## config.mk

```make
export PLATFORM = sky130hd
export DESIGN_NAME = cbt_core
export DESIGN_NICKNAME = d
export VERILOG_FILES = /design/src/design/cbt_pkg.sv /design/src/design/cbt_buf2.sv /design/src/design/cbt_core.sv
export SDC_FILE = /design/constraint.sdc
export NUM_CORES = 1
export LEC_CHECK = 0
export ABC_CLOCK_PERIOD_IN_PS = 15500
export BUFFER_PORTS_ARGS = -buffer_cell sky130_fd_sc_hd__buf_2
export CORE_MARGIN = 3
export CORE_UTILIZATION = 45
export DETAILED_ROUTE_END_ITERATION = 10
export SLEW_MARGIN = 5
export SYNTH_ARGS = -nofsm -noshare
export SYNTH_HDL_FRONTEND = slang
export SYNTH_SLANG_ARGS = --single-unit
```

## constraint.sdc

```tcl
create_clock -name ref_clk -period 15.5 [get_ports ref_clk]
set_input_delay 3.1 -clock ref_clk [delete_from_list [all_inputs] [get_ports ref_clk]]
set_output_delay 3.1 -clock ref_clk [all_outputs]
set_load 0.02 [all_outputs]
```

## src/design/cbt_pkg.sv

```systemverilog
// Package of constants and carrier types for the capacitive baseline tracker.
//
// Contract
// - Transfer rate select bit: 0 gives 512kHz, 1 gives 250kHz.
// - Auto-tune target select bit: 0 gives 1024 counts (default), 1 gives 512.
// - Slow baseline follows counts by IIR only while no proximity or touch event, except under the never policy.
// - Freeze timer starts on an event; on expiry the baseline is recalibrated.
// - Recalibration puts the baseline below the current count, clearing events.
// - Freeze field: 00 20 s, 01 40 s, 10 never, 11 always policy.
// - Never policy keeps the baseline filter running even during events.
// - Always policy: proximity freezes 40 s, touch freezes while touch persists.
// - The raw count IIR noise filter always runs and cannot be disabled.
// - Stream enable bit at bank 2 bit 7: 0 off, 1 on.
// - Stream protocol bit at bank 2 bit 5: 0 standalone, 1 I2C streaming.
// - With streaming on the device sends a record after every charge cycle; the code drops the record when its two-entry buffer is full.
// - I2C data rides on the proximity pin, I2C clock on the touch pin.
// - Control byte holds 7-bit address 0x44 then the read/write bit.
// - Auto-tune runs at start-up and when counts leave a preset range; code retunes only on count over 256 below target.
// - During auto-tune the stream flags it and no events are detected.
// - In normal operation retune only after a large sensitivity reduction.
// - Auto-tune adjusts coarse multiplier and fine compensation toward target.
// - Proximity when baseline minus count reaches threshold for 6 samples.
// - Touch when baseline minus count reaches threshold for 3 samples.
`default_nettype none
package cbt_pkg;
  localparam int CW = 16;
  localparam int BANK2_STREAM_EN_BIT = 7;
  localparam int BANK2_STREAM_I2C_BIT = 5;
  localparam logic [CW-1:0] TARGET_HI = 16'h0400;
  localparam logic [CW-1:0] TARGET_LO = 16'h0200;
  localparam int RATE_HI_KHZ = 512;
  localparam int RATE_LO_KHZ = 250;
  localparam int FREEZE_SHORT_S = 20;
  localparam int FREEZE_LONG_S = 40;
  localparam int CLK_MHZ = 125;
  localparam int PROX_RUN = 6;
  localparam int TOUCH_RUN = 3;
  localparam logic [6:0] DEV_ADDR = 7'h44;
  localparam int TUNE_WINDOW = 64;
  localparam int RECAL_MARGIN = 2;
  localparam logic [CW-1:0] BASE_RESET = 16'h0000;
  localparam logic [3:0] MULT_RESET = 4'h8;
  localparam logic [7:0] COMP_RESET = 8'h80;
  localparam int I2C_HALF_CYC = 8;

  typedef enum logic [1:0] {
    CBT_FZ_20S,
    CBT_FZ_40S,
    CBT_FZ_NEVER,
    CBT_FZ_ALWAYS
  } cbt_freeze_t;

  typedef struct packed {
    logic streaming_on;
    logic i2c_mode;
    logic rate_slow;
    logic target_low;
    cbt_freeze_t freeze;
    logic [3:0] prox_thr;
    logic [7:0] touch_frac;
  } cbt_cfg_t;

  typedef struct packed {
    logic [CW-1:0] count;
    logic [CW-1:0] baseline;
    logic prox;
    logic touch;
    logic tuning;
  } cbt_rec_t;
endpackage : cbt_pkg
`default_nettype wire

```

## src/design/cbt_buf2.sv

```systemverilog
// Two-entry valid/ready buffer used in the streamed record path.
`timescale 1ns/1ns
`default_nettype none
module cbt_buf2 #(
  parameter int W = 8
) (
  // Clock and reset.
  input wire logic ref_clk,
  input wire logic sys_rst,
  // Fill side.
  input wire logic in_valid,
  output logic in_ready,
  input wire logic [W-1:0] in_data,
  // Drain side.
  output logic out_valid,
  input wire logic out_ready,
  output logic [W-1:0] out_data
);
  logic [W-1:0] mem [2];
  logic wp;
  logic rp;
  logic [1:0] fill;
  logic push;
  logic pop;

  assign in_ready = (fill != 2'h2);
  assign out_valid = (fill != 2'h0);
  assign out_data = mem[rp];
  assign push = in_valid && in_ready;
  assign pop = out_valid && out_ready;

  always_ff @(posedge ref_clk) begin
    if (push) begin
      mem[wp] <= in_data;
    end
  end

  always_ff @(posedge ref_clk) begin
    if (sys_rst) begin
      wp <= 1'b0;
      rp <= 1'b0;
      fill <= 2'h0;
    end else begin
      if (push) begin
        wp <= ~wp;
      end
      if (pop) begin
        rp <= ~rp;
      end
      fill <= fill + {1'b0, push} - {1'b0, pop};
    end
  end
endmodule : cbt_buf2
`default_nettype wire

```

## src/design/cbt_core.sv

```systemverilog
// Baseline tracking, event detection, auto-tune and I2C streaming core.
`timescale 1ns/1ns
`default_nettype none
module cbt_core #(
  parameter longint FREEZE_SHORT_CYC = longint'(cbt_pkg::FREEZE_SHORT_S) * cbt_pkg::CLK_MHZ * 1000000,
  parameter longint FREEZE_LONG_CYC = longint'(cbt_pkg::FREEZE_LONG_S) * cbt_pkg::CLK_MHZ * 1000000,
  parameter int RAW_SHIFT = 2,
  parameter int BASE_SHIFT = 6
) (
  // Clock and reset.
  input wire logic ref_clk,
  input wire logic sys_rst,
  // Configuration.
  input wire cbt_pkg::cbt_cfg_t cfg,
  // Sampled charge cycle result from the front end.
  input wire logic sample_valid,
  input wire logic [cbt_pkg::CW-1:0] raw_count,
  // Front end tuning controls.
  output logic rate_slow,
  output logic [3:0] tune_mult,
  output logic [7:0] tune_comp,
  // Detection status.
  output logic prox_event,
  output logic touch_event,
  output logic tuning,
  output logic [cbt_pkg::CW-1:0] baseline,
  output logic [cbt_pkg::CW-1:0] filt_count,
  // Proximity pin, doubling as I2C data.
  input wire logic pout_in,
  output logic pout_out,
  output logic pout_oe,
  // Touch pin, doubling as I2C clock.
  input wire logic tout_in,
  output logic tout_out,
  output logic tout_oe,
  // Streaming status.
  output logic stream_drop,
  output logic stream_nack
);
  localparam int CW = cbt_pkg::CW;
  localparam int RECW = $bits(cbt_pkg::cbt_rec_t);
  localparam int NBYTE = 5;

  logic streaming;
  logic [CW-1:0] target;
  logic [CW-1:0] diff;
  logic [CW-1:0] touch_thr;
  logic [2:0] prox_run;
  logic [1:0] touch_run;
  // Forty seconds of the system clock does not fit in 32 bits.
  logic [32:0] frz_cnt;
  logic frz_active;
  logic frz_expired;
  logic filter_run;
  logic recal;
  logic [CW+1:0] raw_acc;
  logic [CW+5:0] base_acc;
  logic [6:0] tune_cnt;
  logic tune_init;

  assign streaming = cfg.streaming_on && cfg.i2c_mode;
  assign rate_slow = cfg.rate_slow;
  assign target = cfg.target_low ? cbt_pkg::TARGET_LO : cbt_pkg::TARGET_HI;

  // The noise filter has no bypass, so every detector sees filtered counts.
  always_ff @(posedge ref_clk) begin
    if (sys_rst) begin
      raw_acc <= '0;
      filt_count <= '0;
    end else if (sample_valid) begin
      raw_acc <= raw_acc - {2'h0, filt_count} + {2'h0, raw_count};
      filt_count <= CW'((raw_acc - {2'h0, filt_count} + {2'h0, raw_count}) >> RAW_SHIFT);
    end
  end

  assign diff = (baseline > filt_count) ? baseline - filt_count : '0;
  assign touch_thr = CW'(({8'h00, baseline} * {8'h00, cfg.touch_frac}) >> 8);

  always_ff @(posedge ref_clk) begin
    if (sys_rst || tuning || recal) begin
      prox_run <= '0;
      touch_run <= '0;
    end else if (sample_valid) begin
      if (diff >= {12'h000, cfg.prox_thr} && diff != '0) begin
        prox_run <= (prox_run == 3'(cbt_pkg::PROX_RUN)) ? prox_run : prox_run + 3'h1;
      end else begin
        prox_run <= '0;
      end
      if (diff >= touch_thr && diff != '0) begin
        touch_run <= (touch_run == 2'(cbt_pkg::TOUCH_RUN)) ? touch_run : touch_run + 2'h1;
      end else begin
        touch_run <= '0;
      end
    end
  end
  assign prox_event = (prox_run == 3'(cbt_pkg::PROX_RUN));
  assign touch_event = (touch_run == 2'(cbt_pkg::TOUCH_RUN));

  // Freeze timer: runs from the first event cycle and restarts when events clear.
  always_ff @(posedge ref_clk) begin
    if (sys_rst || !(prox_event || touch_event) || recal) begin
      frz_cnt <= '0;
    end else if (!frz_expired) begin
      frz_cnt <= frz_cnt + 33'h1;
    end
  end
  assign frz_active = prox_event || touch_event;

  always_comb begin
    unique case (cfg.freeze)
      cbt_pkg::CBT_FZ_20S: frz_expired = frz_cnt >= 33'(FREEZE_SHORT_CYC);
      cbt_pkg::CBT_FZ_40S: frz_expired = frz_cnt >= 33'(FREEZE_LONG_CYC);
      cbt_pkg::CBT_FZ_NEVER: frz_expired = 1'b0;
      cbt_pkg::CBT_FZ_ALWAYS: frz_expired = !touch_event && frz_cnt >= 33'(FREEZE_LONG_CYC);
    endcase
  end
  assign recal = frz_active && frz_expired && cfg.freeze != cbt_pkg::CBT_FZ_NEVER;
  assign filter_run = !frz_active || cfg.freeze == cbt_pkg::CBT_FZ_NEVER;

  always_ff @(posedge ref_clk) begin
    if (sys_rst || tuning) begin
      base_acc <= '0;
      baseline <= cbt_pkg::BASE_RESET;
    end else if (recal) begin
      baseline <= filt_count - CW'(cbt_pkg::RECAL_MARGIN);
      base_acc <= {filt_count - CW'(cbt_pkg::RECAL_MARGIN), 6'h00};
    end else if (tune_init) begin
      baseline <= filt_count;
      base_acc <= {filt_count, 6'h00};
    end else if (sample_valid && filter_run) begin
      base_acc <= base_acc - {6'h00, baseline} + {6'h00, filt_count};
      baseline <= CW'((base_acc - {6'h00, baseline} + {6'h00, filt_count}) >> BASE_SHIFT);
    end
  end

  // Auto-tune: one fine step per sample, a coarse step when fine runs out, until count nears the target.
  always_ff @(posedge ref_clk) begin
    if (sys_rst) begin
      tuning <= 1'b1;
      tune_mult <= cbt_pkg::MULT_RESET;
      tune_comp <= cbt_pkg::COMP_RESET;
      tune_init <= 1'b0;
    end else begin
      tune_init <= 1'b0;
      if (tuning && sample_valid) begin
        if (filt_count + 16'(cbt_pkg::TUNE_WINDOW) < target) begin
          if (tune_comp == 8'h00) begin
            tune_mult <= tune_mult - 4'h1;
            tune_comp <= cbt_pkg::COMP_RESET;
          end else begin
            tune_comp <= tune_comp - 8'h01;
          end
        end else if (filt_count > target + 16'(cbt_pkg::TUNE_WINDOW)) begin
          if (tune_comp == 8'hFF) begin
            tune_mult <= tune_mult + 4'h1;
            tune_comp <= cbt_pkg::COMP_RESET;
          end else begin
            tune_comp <= tune_comp + 8'h01;
          end
        end else begin
          tuning <= 1'b0;
          tune_init <= 1'b1;
        end
      end else if (!tuning && sample_valid && !frz_active
                   && filt_count + 16'(4 * cbt_pkg::TUNE_WINDOW) < target) begin
        tuning <= 1'b1;
      end
    end
  end

  // Record buffer between the sample path and the I2C sender.
  cbt_pkg::cbt_rec_t rec_in;
  logic [RECW-1:0] rec_out;
  logic buf_in_ready;
  logic buf_out_valid;
  logic buf_out_ready;

  assign rec_in = '{count: filt_count, baseline: baseline, prox: prox_event,
                    touch: touch_event, tuning: tuning};
  logic stream_drop_c;
  assign stream_drop_c = streaming && sample_valid && !buf_in_ready;

  cbt_buf2 #(.W(RECW)) u_buf (
    .ref_clk(ref_clk),
    .sys_rst(sys_rst),
    .in_valid(streaming && sample_valid),
    .in_ready(buf_in_ready),
    .in_data(rec_in),
    .out_valid(buf_out_valid),
    .out_ready(buf_out_ready),
    .out_data(rec_out)
  );

  always_ff @(posedge ref_clk) begin
    if (sys_rst) begin
      stream_drop <= 1'b0;
    end else begin
      stream_drop <= stream_drop_c;
    end
  end

  // I2C master: start, address byte, five record bytes, stop.
  typedef enum logic [2:0] {
    CBT_IDLE, CBT_START, CBT_BIT, CBT_ACK, CBT_STOP
  } cbt_i2c_t;
  cbt_i2c_t st;
  logic [3:0] half;
  logic phase;
  logic [2:0] bitn;
  logic [2:0] byten;
  logic [8*(NBYTE+1)-1:0] shreg;
  logic sda_s1;
  logic sda_s2;
  logic scl_s1;
  logic scl_s2;
  logic tick;

  always_ff @(posedge ref_clk) begin
    sda_s1 <= pout_in;
    sda_s2 <= sda_s1;
    scl_s1 <= tout_in;
    scl_s2 <= scl_s1;
  end

  assign tick = (half == 4'(cbt_pkg::I2C_HALF_CYC - 1));
  assign buf_out_ready = (st == CBT_IDLE) && streaming;

  always_ff @(posedge ref_clk) begin
    if (sys_rst || st == CBT_IDLE) begin
      half <= '0;
    end else begin
      half <= tick ? 4'h0 : half + 4'h1;
    end
  end

  always_ff @(posedge ref_clk) begin
    if (sys_rst) begin
      st <= CBT_IDLE;
      phase <= 1'b0;
      bitn <= '0;
      byten <= '0;
      shreg <= '0;
      stream_nack <= 1'b0;
    end else begin
      unique case (st)
        CBT_IDLE: begin
          if (buf_out_valid && streaming) begin
            shreg <= {cbt_pkg::DEV_ADDR, 1'b0, rec_out, 5'h00};
            st <= CBT_START;
          end
        end
        CBT_START: begin
          if (tick) begin
            st <= CBT_BIT;
            phase <= 1'b0;
            bitn <= '0;
            byten <= '0;
          end
        end
        CBT_BIT: begin
          if (tick) begin
            phase <= ~phase;
            if (phase) begin
              shreg <= {shreg[8*(NBYTE+1)-2:0], 1'b0};
              bitn <= bitn + 3'h1;
              if (bitn == 3'h7) begin
                st <= CBT_ACK;
              end
            end
          end
        end
        CBT_ACK: begin
          if (tick) begin
            phase <= ~phase;
            if (phase) begin
              stream_nack <= sda_s2 && scl_s2;
              byten <= byten + 3'h1;
              st <= (byten == 3'(NBYTE) || sda_s2) ? CBT_STOP : CBT_BIT;
            end
          end
        end
        CBT_STOP: begin
          // Clock low first, so data can fall without forming a start condition.
          if (tick) begin
            phase <= ~phase;
            if (phase) begin
              st <= CBT_IDLE;
            end
          end
        end
      endcase
    end
  end

  // Pins: normal outputs unless I2C streaming is on.
  always_ff @(posedge ref_clk) begin
    if (sys_rst) begin
      pout_out <= 1'b0;
      pout_oe <= 1'b1;
      tout_out <= 1'b0;
      tout_oe <= 1'b1;
    end else if (!streaming) begin
      pout_out <= prox_event;
      pout_oe <= 1'b1;
      tout_out <= touch_event;
      tout_oe <= 1'b1;
    end else begin
      // Open drain: drive low only, release for high.
      pout_out <= 1'b0;
      tout_out <= 1'b0;
      unique case (st)
        CBT_IDLE: begin
          pout_oe <= 1'b0;
          tout_oe <= 1'b0;
        end
        CBT_START: begin
          pout_oe <= 1'b1;
          tout_oe <= tick;
        end
        CBT_BIT: begin
          pout_oe <= ~shreg[8*(NBYTE+1)-1];
          tout_oe <= ~phase;
        end
        CBT_ACK: begin
          pout_oe <= 1'b0;
          tout_oe <= ~phase;
        end
        CBT_STOP: begin
          pout_oe <= 1'b1;
          tout_oe <= ~phase;
        end
      endcase
    end
  end
endmodule : cbt_core
`default_nettype wire

```

## After elaboration in Yosys (flattened, before gate mapping)

Memories as Yosys holds them, arrays and structs flattened. A register that Yosys moved wholly into a read port is not among the register bits.
Index checks and enable logic that the tools add are counted.

- $add $sub $neg: 21
- $mul: 1
- $lt $le $gt $ge: 8
- Equal/unequal tests: 30
- Multiplexer cells: 57
- Bitwise logic cells: 6
- Reduce and logical (&&, ||, !) cells: 62

Operator list:

| cell | count |
|---|---|
| $mux W48 | 3 |
| $pmux W48 S2 | 1 |
| $mux W22 | 3 |
| $mux W16 | 4 |
| $mux W3 | 17 |
| $add A33 B1 Y33 const B | 1 |
| $ge A33 B32 Y1 const B | 1 |
| $ge A33 B33 Y1 const B | 1 |
| $lt A16 B11 Y1 | 2 |
| $mux W8 | 4 |
| $ne A2 B2 Y1 const B | 14 |
| $mul A16 B8 Y24 | 1 |
| $add A22 B16 Y22 | 1 |
| $sub A22 B16 Y22 | 1 |
| $add A18 B16 Y18 | 1 |
| $logic_and A1 B1 Y1 | 18 |
| $sub A18 B16 Y18 | 1 |
| $add A16 B7 Y16 const B | 1 |
| $add A16 B9 Y16 const B | 1 |
| $ge A16 B16 Y1 | 1 |
| $ge A16 B4 Y1 | 1 |
| $gt A16 B12 Y1 | 1 |
| $gt A16 B16 Y1 | 1 |
| $mux W4 | 4 |
| other kinds (42) | 101 |

- Bits in registers: 200
- Bits in writable memories: 70
- Input port bits: 39
- Output and inout port bits: 54
- Logic and storage cells: 217
- Memories kept: 1

Memories:

| name | depth | width | rd ports | clocked after Yosys merged registers in | wr ports | line | RTL |
|---|---|---|---|---|---|---|---|
| u_buf.mem | 2 | 35 | 1 | 1 | 1 | cbt_buf2.sv:19 | `logic [W-1:0] mem [2];` |

## Depth between registers and ports, before layout

Gate-level depths: netlist (run 1).

- Depth after elaboration: 8
- Mapped depth: 29
- Depth with buffers taken out: 28

## Modules after synthesis

A second synthesis (run 1) with hierarchy kept.

- Cell total of the unflattened synthesis: 2215
- Area, all modules: 19937.9 um^2

Modules (own cells, without submodules):

| module | times used | cells an instance | area an instance (um^2) | sequential area each (um^2) |
|---|---|---|---|---|
| cbt_core | 1 | 2082 | 17020.1 | 3503.4 |
| cbt_buf2 | 1 | 133 | 2917.8 | 2202.1 |

## Worst setup path before layout (run 1)

OpenSTA, ideal clock, no wires.

- Path kind: input port to flip-flop
- From: in cfg[7] (netlist name)
- To: reg touch_run[1]
- Data arrival time: 8.670 ns
- Required time: 15.425 ns
- Setup slack: 6.755 ns
- Cell stages on the path: 26
- Path through: clkbuf_1 > nand2_1 > fa_1 > fa_1 > inv_1 > fa_1 > inv_1 > fa_1 > inv_1 > ha_1 > o21ai_0 > nor2_1 > nor3_1 > o21ai_0 > a21oi_1 > a21oi_1 > a2111o_1 > a21oi_1 > xnor2_1 > ha_1 > nand4_1 > nor4_1 > a21oi_1 > nor3_1 > a31oi_1 > o22ai_1

- Cells in the longest elaborated chain, start to end: 5

RTL lines:

| item | line | RTL |
|---|---|---|
| from (decl) | cbt_core.sv:14 | `input wire cbt_pkg::cbt_cfg_t cfg,` |
| $mul A16 B8 Y24 (*) | cbt_core.sv:77 | `assign touch_thr = CW'(({8'h00, baseline} * {8'h00, cfg.touch_frac}) >> 8);` |
| $ge A16 B16 Y1 (*) | cbt_core.sv:89 | `if (diff >= touch_thr && diff != '0) begin` |
| $logic_and A1 B1 Y1 (*) | cbt_core.sv:89 |  |
| $ne A2 B2 Y1 (no source line) | -- |  |
| $reduce_and A2 Y1 (no source line) | -- |  |
| to (signal assigned) | cbt_core.sv:90 | `touch_run <= (touch_run == 2'(cbt_pkg::TOUCH_RUN)) ? touch_run : touch_run + 2'h1;` |
| to (decl) | cbt_core.sv:49 | `logic [1:0] touch_run;` |

Mark *: on every way between the ends. The rest lies on a longest branch, timed or not.
A chain may end at the register's enable or synchronous reset.

## Worst setup path in the final report (run 1)

- From: in cfg[7] (netlist name)
- To: reg touch_run[0]

Same word-level chain as after synthesis.

==> results.ini, run 1 <==
[placed_design]
place_hpwl_mm = 39.6
place_ws_ns = 5.91
portBuffers = 90
dp.cells = 2890
routabilityCongestion = 0.885
placedInstanceArea_mm2 = 0.0207

[grt]
grt_pass1_vias = 16200
grt_pass1_wl_mm = 88.5
grt_max_degree = 75
grt_usage = 0.236
antenna_found_initial = 2
grt-ovfl-total = 0

[run_status]
status = complete, no violations

[yosys]
synth_commonest_cells = 285 x inv_1, 200 x nand2_1, 180 x dfxtp_1
syn-num-nets = 2595
syn_area_mm2 = 0.0197
ys_seq_area_frac = 0.289
synthMuxAreaShare = 0.0274
synth_compound_area_frac = 0.156
synth-simple-area-share = 0.190
async_flop_share = 0
synth-seq-cells = 250
synth_flop_cell = dfxtp_1
synth_adder_area_share = 0.219
synth_xor_area_frac = 0.0400
synth_enable_flop_cells = 70
synth_top_family_by_area = adder cells
synth_cell_type_count = 82
synth_top_area_share = 0.183
netlist_instances = 2282
yosysMostFrequentCell = inv_1
yosys_warnings = 0
syn_area_per_cell_um2 = 8.64
synthTopCellsByArea = dfxtp_1 18%, fa_1 12%, edfxtp_1 11%, ha_1 10%, inv_1 5.4%
netlist.top_cell.by_area = dfxtp_1

[die]
ios = 93
start_util = 0.457
core_area_mm2 = 0.0432
die_area_mm2 = 0.0463
die_x_um = 215
rows = 76
fp.dieH_um = 215

[power_and_ir_drop]
powerDensity_mw_per_mm2 = 162
power_w = 0.00350
ir_drop_mv = 0.0922
p_leak_nw = 9.47

[cts]
cts_made_buffers = 28
cts_tree = built
h-tree-depth = 1
clk_pin_slew_ns = 0.06
post-cts-setup-buffers = 0
post_cts_resized = 0
root_buffer = clkbuf_16
cts_sinks = 250
cts_buffer_depth = 3
insertion_delay_ns = 0.57
holdBufCountCts = 0

[cells_and_area]
drive_above_1_share = 0.0841
layout.nets = 2648
final_area_mm2 = 0.0216
syn_to_final_growth_pct = 9.52
final_cells = 2941

[sta]
skew_ns = 0.0142
max_freq_mhz = 110
tightest_slew_ns = 1.23
min_period_ns = 9.06
finalSetupTns_ns = 0
finalHoldViolations = 0
rsz0062_at_grt = false
min_period_over_period = 0.585
setup_viol = 0
finalMaxSlewViolations = 0
worst_slack_ns = 6.44
relSlewSlack = 0.178

[worst_setup_path]
cp-end-kind = register
path_max_fanout = 16
arrival_ns = 9.56
cp-start-kind = primary input
cp.required_ns = 15.99
worstSetupPathType = primary input to register

[detailed_routing]
wl_per_cell_um = 18.9
dr.pass1.iters = 6
antenna_left = 0
post-route-drc-count = 0
dr_total_vias = 16500
vias_per_cell = 5.61
wl_mm = 55.5
first_iter_violations = 1343

[min_path]
hp-class = register to register

[job]
max_cap_viol_count = 0

==> state kept, by name, summed over array words and instances, names as in the netlist, 4 cells and up, named ones only <==
register and cells:
half 4, u_buf.mem 70, tune_comp 8, shreg 43, base_acc 22, tune_mult 4, baseline 16, frz_cnt 33
filt_count 16
==> critical path, cell delays in order <==
cell and delay [ns]:
buf_2 0.26, nand2_1 0.13, fa_1 0.52, fa_1 0.55
inv_1 0.06, fa_1 0.52, inv_1 0.05, fa_1 0.53
inv_1 0.04, ha_1 0.30, o21ai_0 0.08, nor2_1 0.06
nor3_1 0.37, o21ai_0 0.39, a21oi_1 0.31, a21oi_1 0.18
a2111o_1 0.39, a21oi_1 0.17, xnor2_1 0.10, ha_1 0.30
nand4_1 0.12, nor4_1 0.32, a21oi_1 0.12, nor3_1 0.25
nand4b_1 0.18, mux2i_1 0.16
==> power breakdown <==
| group | internal, W | switching (W) |
|---|---|---|
| clock network | 0.000358 | 0.000273 |
| registers | 0.000737 | 0.0000887 |
| logic | 0.000797 | 0.00125 |
==> per-layer routing <==
metal | routed length (um) | vias up | share of wire | track usage
li1 | - | 7881 | - | -
met1 | 25600 | 8059 | 0.46 | 0.332
met2 | 25100 | 454 | 0.45 | 0.386
met3 | 3250 | 96 | 0.059 | 0.0321
met4 | 1420 | 0 | 0.026 | 0.0562
met5 | 0 | - | 0 | 0
==> cells by family (layout without fill, tap and decap cells) <==
| family | count (synthesis) | count (layout) |
|---|---|---|
| other | 0 | 1 |
| AO/OA/AOI/OAI | 480 | 480 |
| adder cells (fa/ha/maj) | 274 | 274 |
| XOR/XNOR | 90 | 90 |
| multiplexers | 54 | 54 |
| buffers and inverters | 392 | 465 |
| flip-flops | 250 | 250 |
| AND/OR/NAND/NOR | 742 | 742 |
==> stage by stage <==
stage | util | hold WS (ns)
5_1_grt | 0.500 | 0.337
4_1_cts | 0.500 | 0.326
6_report | 0.500 | 0.326
2_1_floorplan | - | 0.310
3_3_place_gp | 0.480 | 0.311
3_5_place_dp | 0.480 | 0.312
==> area by class of cell <==
cell class                      count  area, um2
Fill cell                        4169      21600
Sequential cell                   250       5710
Multi-Input combinational cell   1640      12500
Clock inverter                      4       45.0
Timing Repair Buffer              130        753
Tap cell                          585        732
Antenna cell                        1       2.50
Clock buffer                       46        816
Inverter                          285       1070
==> cell usage in the layout, fill, tap and decap left out, types with 41 or more instances in the layout <==
master,synthesis,final
a21oi_1,159,159
and2_1,106,106
buf_2,4,89
buf_4,18,41
dfxtp_1,180,179
edfxtp_1,70,70
fa_1,117,117
ha_1,157,157
inv_1,285,285
mux2i_1,54,54
nand2_1,200,199
nand3_1,45,45
nor2_1,166,165
o211ai_1,42,42
o21ai_0,80,80
xnor2_1,46,46
xor2_1,44,44
==> path summary, 6_finish.rpt <==
path                             startpoint      endpoint  slack (ns)  depth (start not counted)
worst max-delay path                 cfg[7]  touch_run[0]        6.44                         26
worst max register to register  baseline[1]  touch_run[0]        8.62                         26
worst min-delay path                 scl_s1        scl_s2        0.33                          0
worst min register to register       scl_s1        scl_s2        0.33                          0
No activity file was read; power rests on OpenSTA's default activity.
==> run 2: changes to the inputs <==
- ABC_CLOCK_PERIOD_IN_PS: 15500 -> 8700
- clock period: 15.5 -> 8.7 ns (I/O delays scaled with it)
==> run 2 against run 1 <==
Sequential share of layout area is essentially flat. Combinational power up 75%. First-iteration DRC count down 13%. Non-clock buffer count decreased by 7. Hold slack better by 0.0039 ns. Die area unchanged. Sequential power rose by 83%. Global-route usage decreased by 0.10 points. Flip-flop and latch count stayed put. Core utilization about the same. Highest routed layer unchanged.
==> results.ini, run 2 (synthesis gave the netlist of run 1 again) <==
[cts]
cts_made_buffers = 27
cts_tree = built
clk_pin_slew_ns = 0.06
post_cts_resized = 0
holdBufCountCts = 0
insertion_delay_ns = 0.56
root_buffer = clkbuf_16
h-tree-depth = 1
cts_buffer_depth = 3
post-cts-setup-buffers = 0
cts_sinks = 250

[cells_and_area]
largest-register = u_buf.mem
layout.nets = 2640
reg.largest.list = u_buf.mem: 70 flops, shreg: 43 flops, frz_cnt: 33 flops
final_cell_mix = 285 x inv_1, 199 x nand2_1, 179 x dfxtp_1
syn_to_final_growth_pct = 9.55
drive_above_1_share = 0.0818
largest_reg_flops = 70
layout_commonest_cell = inv_1

[power_and_ir_drop]
powerDensity_mw_per_mm2 = 291
power_w = 0.00628
ir_drop_mv = 0.175
p_leak_nw = 9.47

[die]
core_area_mm2 = 0.0432
ios = 93
rows = 76
fp.dieH_um = 215
start_util = 0.457
die_area_mm2 = 0.0463
die_x_um = 215

[sta]
finalMaxSlewViolations = 0
finalHoldViolations = 0
skew_ns = 0.0166
min_period_ns = 7.75
min_period_over_period = 0.891
setup_viol = 0
worst_slack_ns = 0.945
rsz0062_at_grt = false
finalSetupTns_ns = 0
relSlewSlack = 0.172
tightest_slew_ns = 1.24
max_freq_mhz = 129

[detailed_routing]
wl_mm = 55.3
dr.pass1.iters = 6
dr_total_vias = 16400
post-route-drc-count = 0
wl_per_cell_um = 18.8
antenna_left = 0
first_iter_violations = 1166
vias_per_cell = 5.57

[grt]
grt_max_degree = 75
antenna_found_initial = 4
grt_usage = 0.235
grt_pass1_wl_mm = 87.7
grt-ovfl-total = 0
grt_pass1_vias = 16000

[worst_setup_path]
max_stage_delay_ns = 0.54
worstSetupPathType = primary input to register
path_max_fanout = 16
arrival_ns = 8.24
cp.required_ns = 9.19
cp-end-kind = register
critPathSlowestCell = fa_1
cp-start-kind = primary input

[min_path]
hp-class = register to register

[placed_design]
place_ws_ns = 0.404
routabilityCongestion = 0.886
portBuffers = 90
place_hpwl_mm = 39.6

[job]
max_cap_viol_count = 0

[run_status]
status = complete, no violations

run 2: layout make-up:
| cell class | instances | area, um2 |
|---|---|---|
| multi-input combinational | 1640 | 12500 |
| antenna | 4 | 10.0 |
| fill | 4112 | 21600 |
| timing repair buffer | 123 | 701 |
| tap | 585 | 732 |
| clock buffer | 32 | 716 |
| clock inverter | 18 | 196 |
| sequential | 250 | 5710 |
| inverter | 285 | 1070 |
run 2: critical path, delay by kind of cell:
family                   cells  cell delay [ns]
multiplexers                 1             0.16
AO/OA/AOI/OAI                7             1.66
XOR/XNOR                     1             0.08
buffers and inverters        4             0.41
AND/OR/NAND/NOR              7             1.49
adder cells (fa/ha/maj)      6             2.70
run 2: power by group:
group          switching, W  internal [W]  leakage, nW
Sequential         0.000201       0.00131         2.13
Combinational       0.00217       0.00140         6.88
Clock              0.000489      0.000707        0.451
Total               0.00286       0.00342         9.47
run 2: final timing paths:
kind                                     end   startpoint  depth (start not counted)  slack [ns]
worst max-delay path            touch_run[0]       cfg[7]                         26        0.95
worst min-delay path                  scl_s2       scl_s1                          0        0.33
worst max register to register  touch_run[0]  baseline[1]                         25        1.78
worst min register to register        scl_s2       scl_s1                          0        0.33
run 2: metal layers:
metal | vias up | part of all wire | track usage
met1 | 7904 | 0.46 | 0.327
met2 | 499 | 0.45 | 0.374
li1 | 7871 | - | -
met5 | - | 0 | 0
met4 | 0 | 0.029 | 0.0696
met3 | 99 | 0.064 | 0.0407
run 2: metrics by stage:
step | instance area [um2] | utilization | hold WS [ns] | std cells
5_1_grt | 21600 | 0.500 | 0.340 | 2935
3_5_place_dp | 20700 | 0.479 | 0.315 | 2883
2_1_floorplan | 19700 | - | 0.310 | 2282
6_report | 21600 | 0.500 | 0.330 | 2937
4_1_cts | 21600 | 0.500 | 0.330 | 2933
3_3_place_gp | 20700 | 0.479 | 0.311 | 2883
==> run 3: changes to the inputs <==
- CORE_ASPECT_RATIO: default -> 1.1
- CORE_UTILIZATION: 45 -> 60
- PLACE_DENSITY: default -> 0.78
- SYNTH_HIERARCHICAL: default -> 1
==> run 3 against run 2 <==
Non-clock buffer count is 16 lower. Largest cell class unchanged. Largest power group unchanged. Sequential power about the same. First-iteration DRC count increased by 7.1%. Highest routed layer is now met5. Design area is 0.74% lower. Die area down 23%. Critical path type unchanged. Routed wire length down 10%. Register-to-register slack got worse by 0.46 ns. Power decreased by 1.7%.
==> results.ini, run 3 <==
[run_status]
status = complete, no violations

[cells_and_area]
final_cells = 2692
largest_reg_flops = 70
final_cell_mix = 284 x inv_1, 209 x nor2_1, 179 x dfxtp_1
multi_input_area_mm2 = 0.0126
final_area_mm2 = 0.0214
layout.nets = 2556
reg.largest.list = u_buf/mem: 70 flops, shreg: 43 flops, frz_cnt: 33 flops
fillers = 2607
syn_to_final_growth_pct = 7.50
layout_commonest_cell = inv_1
regArea_mm2 = 0.00571
drive_above_1_share = 0.110
largest-register = u_buf/mem

[die]
core_area_mm2 = 0.0325
die_area_mm2 = 0.0355
rows = 69
ios = 93
fp.dieH_um = 197
die_x_um = 180
start_util = 0.613

[yosys]
ys_seq_area_frac = 0.286
syn-num-nets = 2528
syn_area_mm2 = 0.0199
netlist.top_cell.by_area = dfxtp_1
synth-seq-cells = 250
synth_commonest_cells = 284 x inv_1, 211 x nor2_1, 180 x dfxtp_1
synth_cell_type_count = 100
synthTopCellsByArea = dfxtp_1 18%, fa_1 12%, edfxtp_1 11%, ha_1 9.9%, inv_1 5.3%
synth_top_area_share = 0.181
yosys_warnings = 6
netlist_instances = 2215
async_flop_share = 0
yosysMostFrequentCell = inv_1
synth_enable_flop_cells = 70
syn_area_per_cell_um2 = 9.00
synth_flop_cell = dfxtp_1

[worst_setup_path]
cp-end-kind = register
cp.required_ns = 9.17
cp-start-kind = primary input
path_max_fanout = 16
max_stage_delay_ns = 0.54
crit_top_cell = fa_1
critPathSlowestCell = fa_1
arrival_ns = 8.40
worstSetupPathType = primary input to register

[detailed_routing]
wl_per_cell_um = 18.4
post-route-drc-count = 0
vias_per_cell = 6.03
dr.pass1.iters = 5
first_iter_violations = 1249
wl_mm = 49.5
antenna_left = 0
dr_total_vias = 16200

[min_path]
hp-class = register to register

[power_and_ir_drop]
power_w = 0.00618
powerDensity_mw_per_mm2 = 288
p_leak_nw = 9.30
ir_drop_mv = 0.179

[cts]
cts_buffer_depth = 3
insertion_delay_ns = 0.56
cts_sinks = 250
h-tree-depth = 1
cts_tree = built
holdBufCountCts = 0
clk_pin_slew_ns = 0.07
root_buffer = clkbuf_16
post_cts_resized = 0
post-cts-setup-buffers = 0
cts_made_buffers = 27

[grt]
grt-ovfl-total = 0
grt_pass1_wl_mm = 80.3
grt_usage = 0.272
grt_max_degree = 71
grt_pass1_vias = 15900
antenna_found_initial = 2

[placed_design]
dp.cells = 2640
place_hpwl_mm = 35.3
routabilityCongestion = 0.970
portBuffers = 90
placedInstanceArea_mm2 = 0.0205

[sta]
finalSetupTns_ns = 0
min_period_over_period = 0.912
rsz0062_at_grt = false
finalMaxSlewViolations = 0
skew_ns = 0.0184
max_freq_mhz = 126
finalHoldViolations = 0
setup_viol = 0
relSlewSlack = 0.196
tightest_slew_ns = 1.20
min_period_ns = 7.93

[job]
max_cap_viol_count = 0

-- run 3: cell type report --
type	count	share of cell area
Timing Repair Buffer	107	0.0271
Clock buffer	31	0.0336
Sequential cell	250	0.266
Clock inverter	19	0.0104
Antenna cell	2	0.000234
Inverter	287	0.0503
Tap cell	426	0.0249
Multi-Input combinational cell	1570	0.587
-- run 3: kinds of logic after synthesis --
family | synth area share
buf+inv | 0.0835
xor+xnor | 0.0426
flops | 0.286
mux | 0.0515
compound gates | 0.143
fa+ha+maj | 0.216
simple gates | 0.177
-- run 3: per-layer routing --
layer / vias to the layer above / GRT usage / share of wire
met3: 157 / 0.0357 / 0.068
met4: 2 / 0.102 / 0.039
met1: 7858 / 0.361 / 0.42
met5: - / 0.00133 / 0.00024
li1: 7579 / - / -
met2: 628 / 0.459 / 0.48
-- run 3: worst paths after layout --
path / slack [ns] / endpoint / cells after the start / from
max: 0.77 / touch_run[0] / 27 / cfg[4]
min reg2reg: 0.33 / scl_s2 / 0 / scl_s1
max reg2reg: 1.32 / touch_run[0] / 25 / baseline[3]
min: 0.33 / scl_s2 / 0 / scl_s1
-- run 3: per-stage QoR --
stage	setup slack, ns	hold slack [ns]	utilization
final	0.768	0.329	0.659
after global routing	0.203	0.336	0.658
after CTS	0.881	0.331	0.658
after detailed placement	0.313	0.316	0.629
after global placement	0.552	0.312	0.629
after floorplan	1.12	0.310	-
-- run 3: worst max-delay path: cells and delay by family --
family / cells / cell delay [ns]
adder cells (fa/ha/maj): 6 / 2.51
AND/OR/NAND/NOR: 6 / 1.06
AO/OA/AOI/OAI: 11 / 2.68
XOR/XNOR: 1 / 0.10
buffers and inverters: 3 / 0.28
-- run 3: power by group --
| group | leakage [nW] | internal (W) | total, W | switching, W |
|---|---|---|---|---|
| combinational | 6.74 | 0.00143 | 0.00344 | 0.00201 |
| clock | 0.455 | 0.000717 | 0.00122 | 0.000498 |
| sequential | 2.11 | 0.00131 | 0.00152 | 0.000214 |
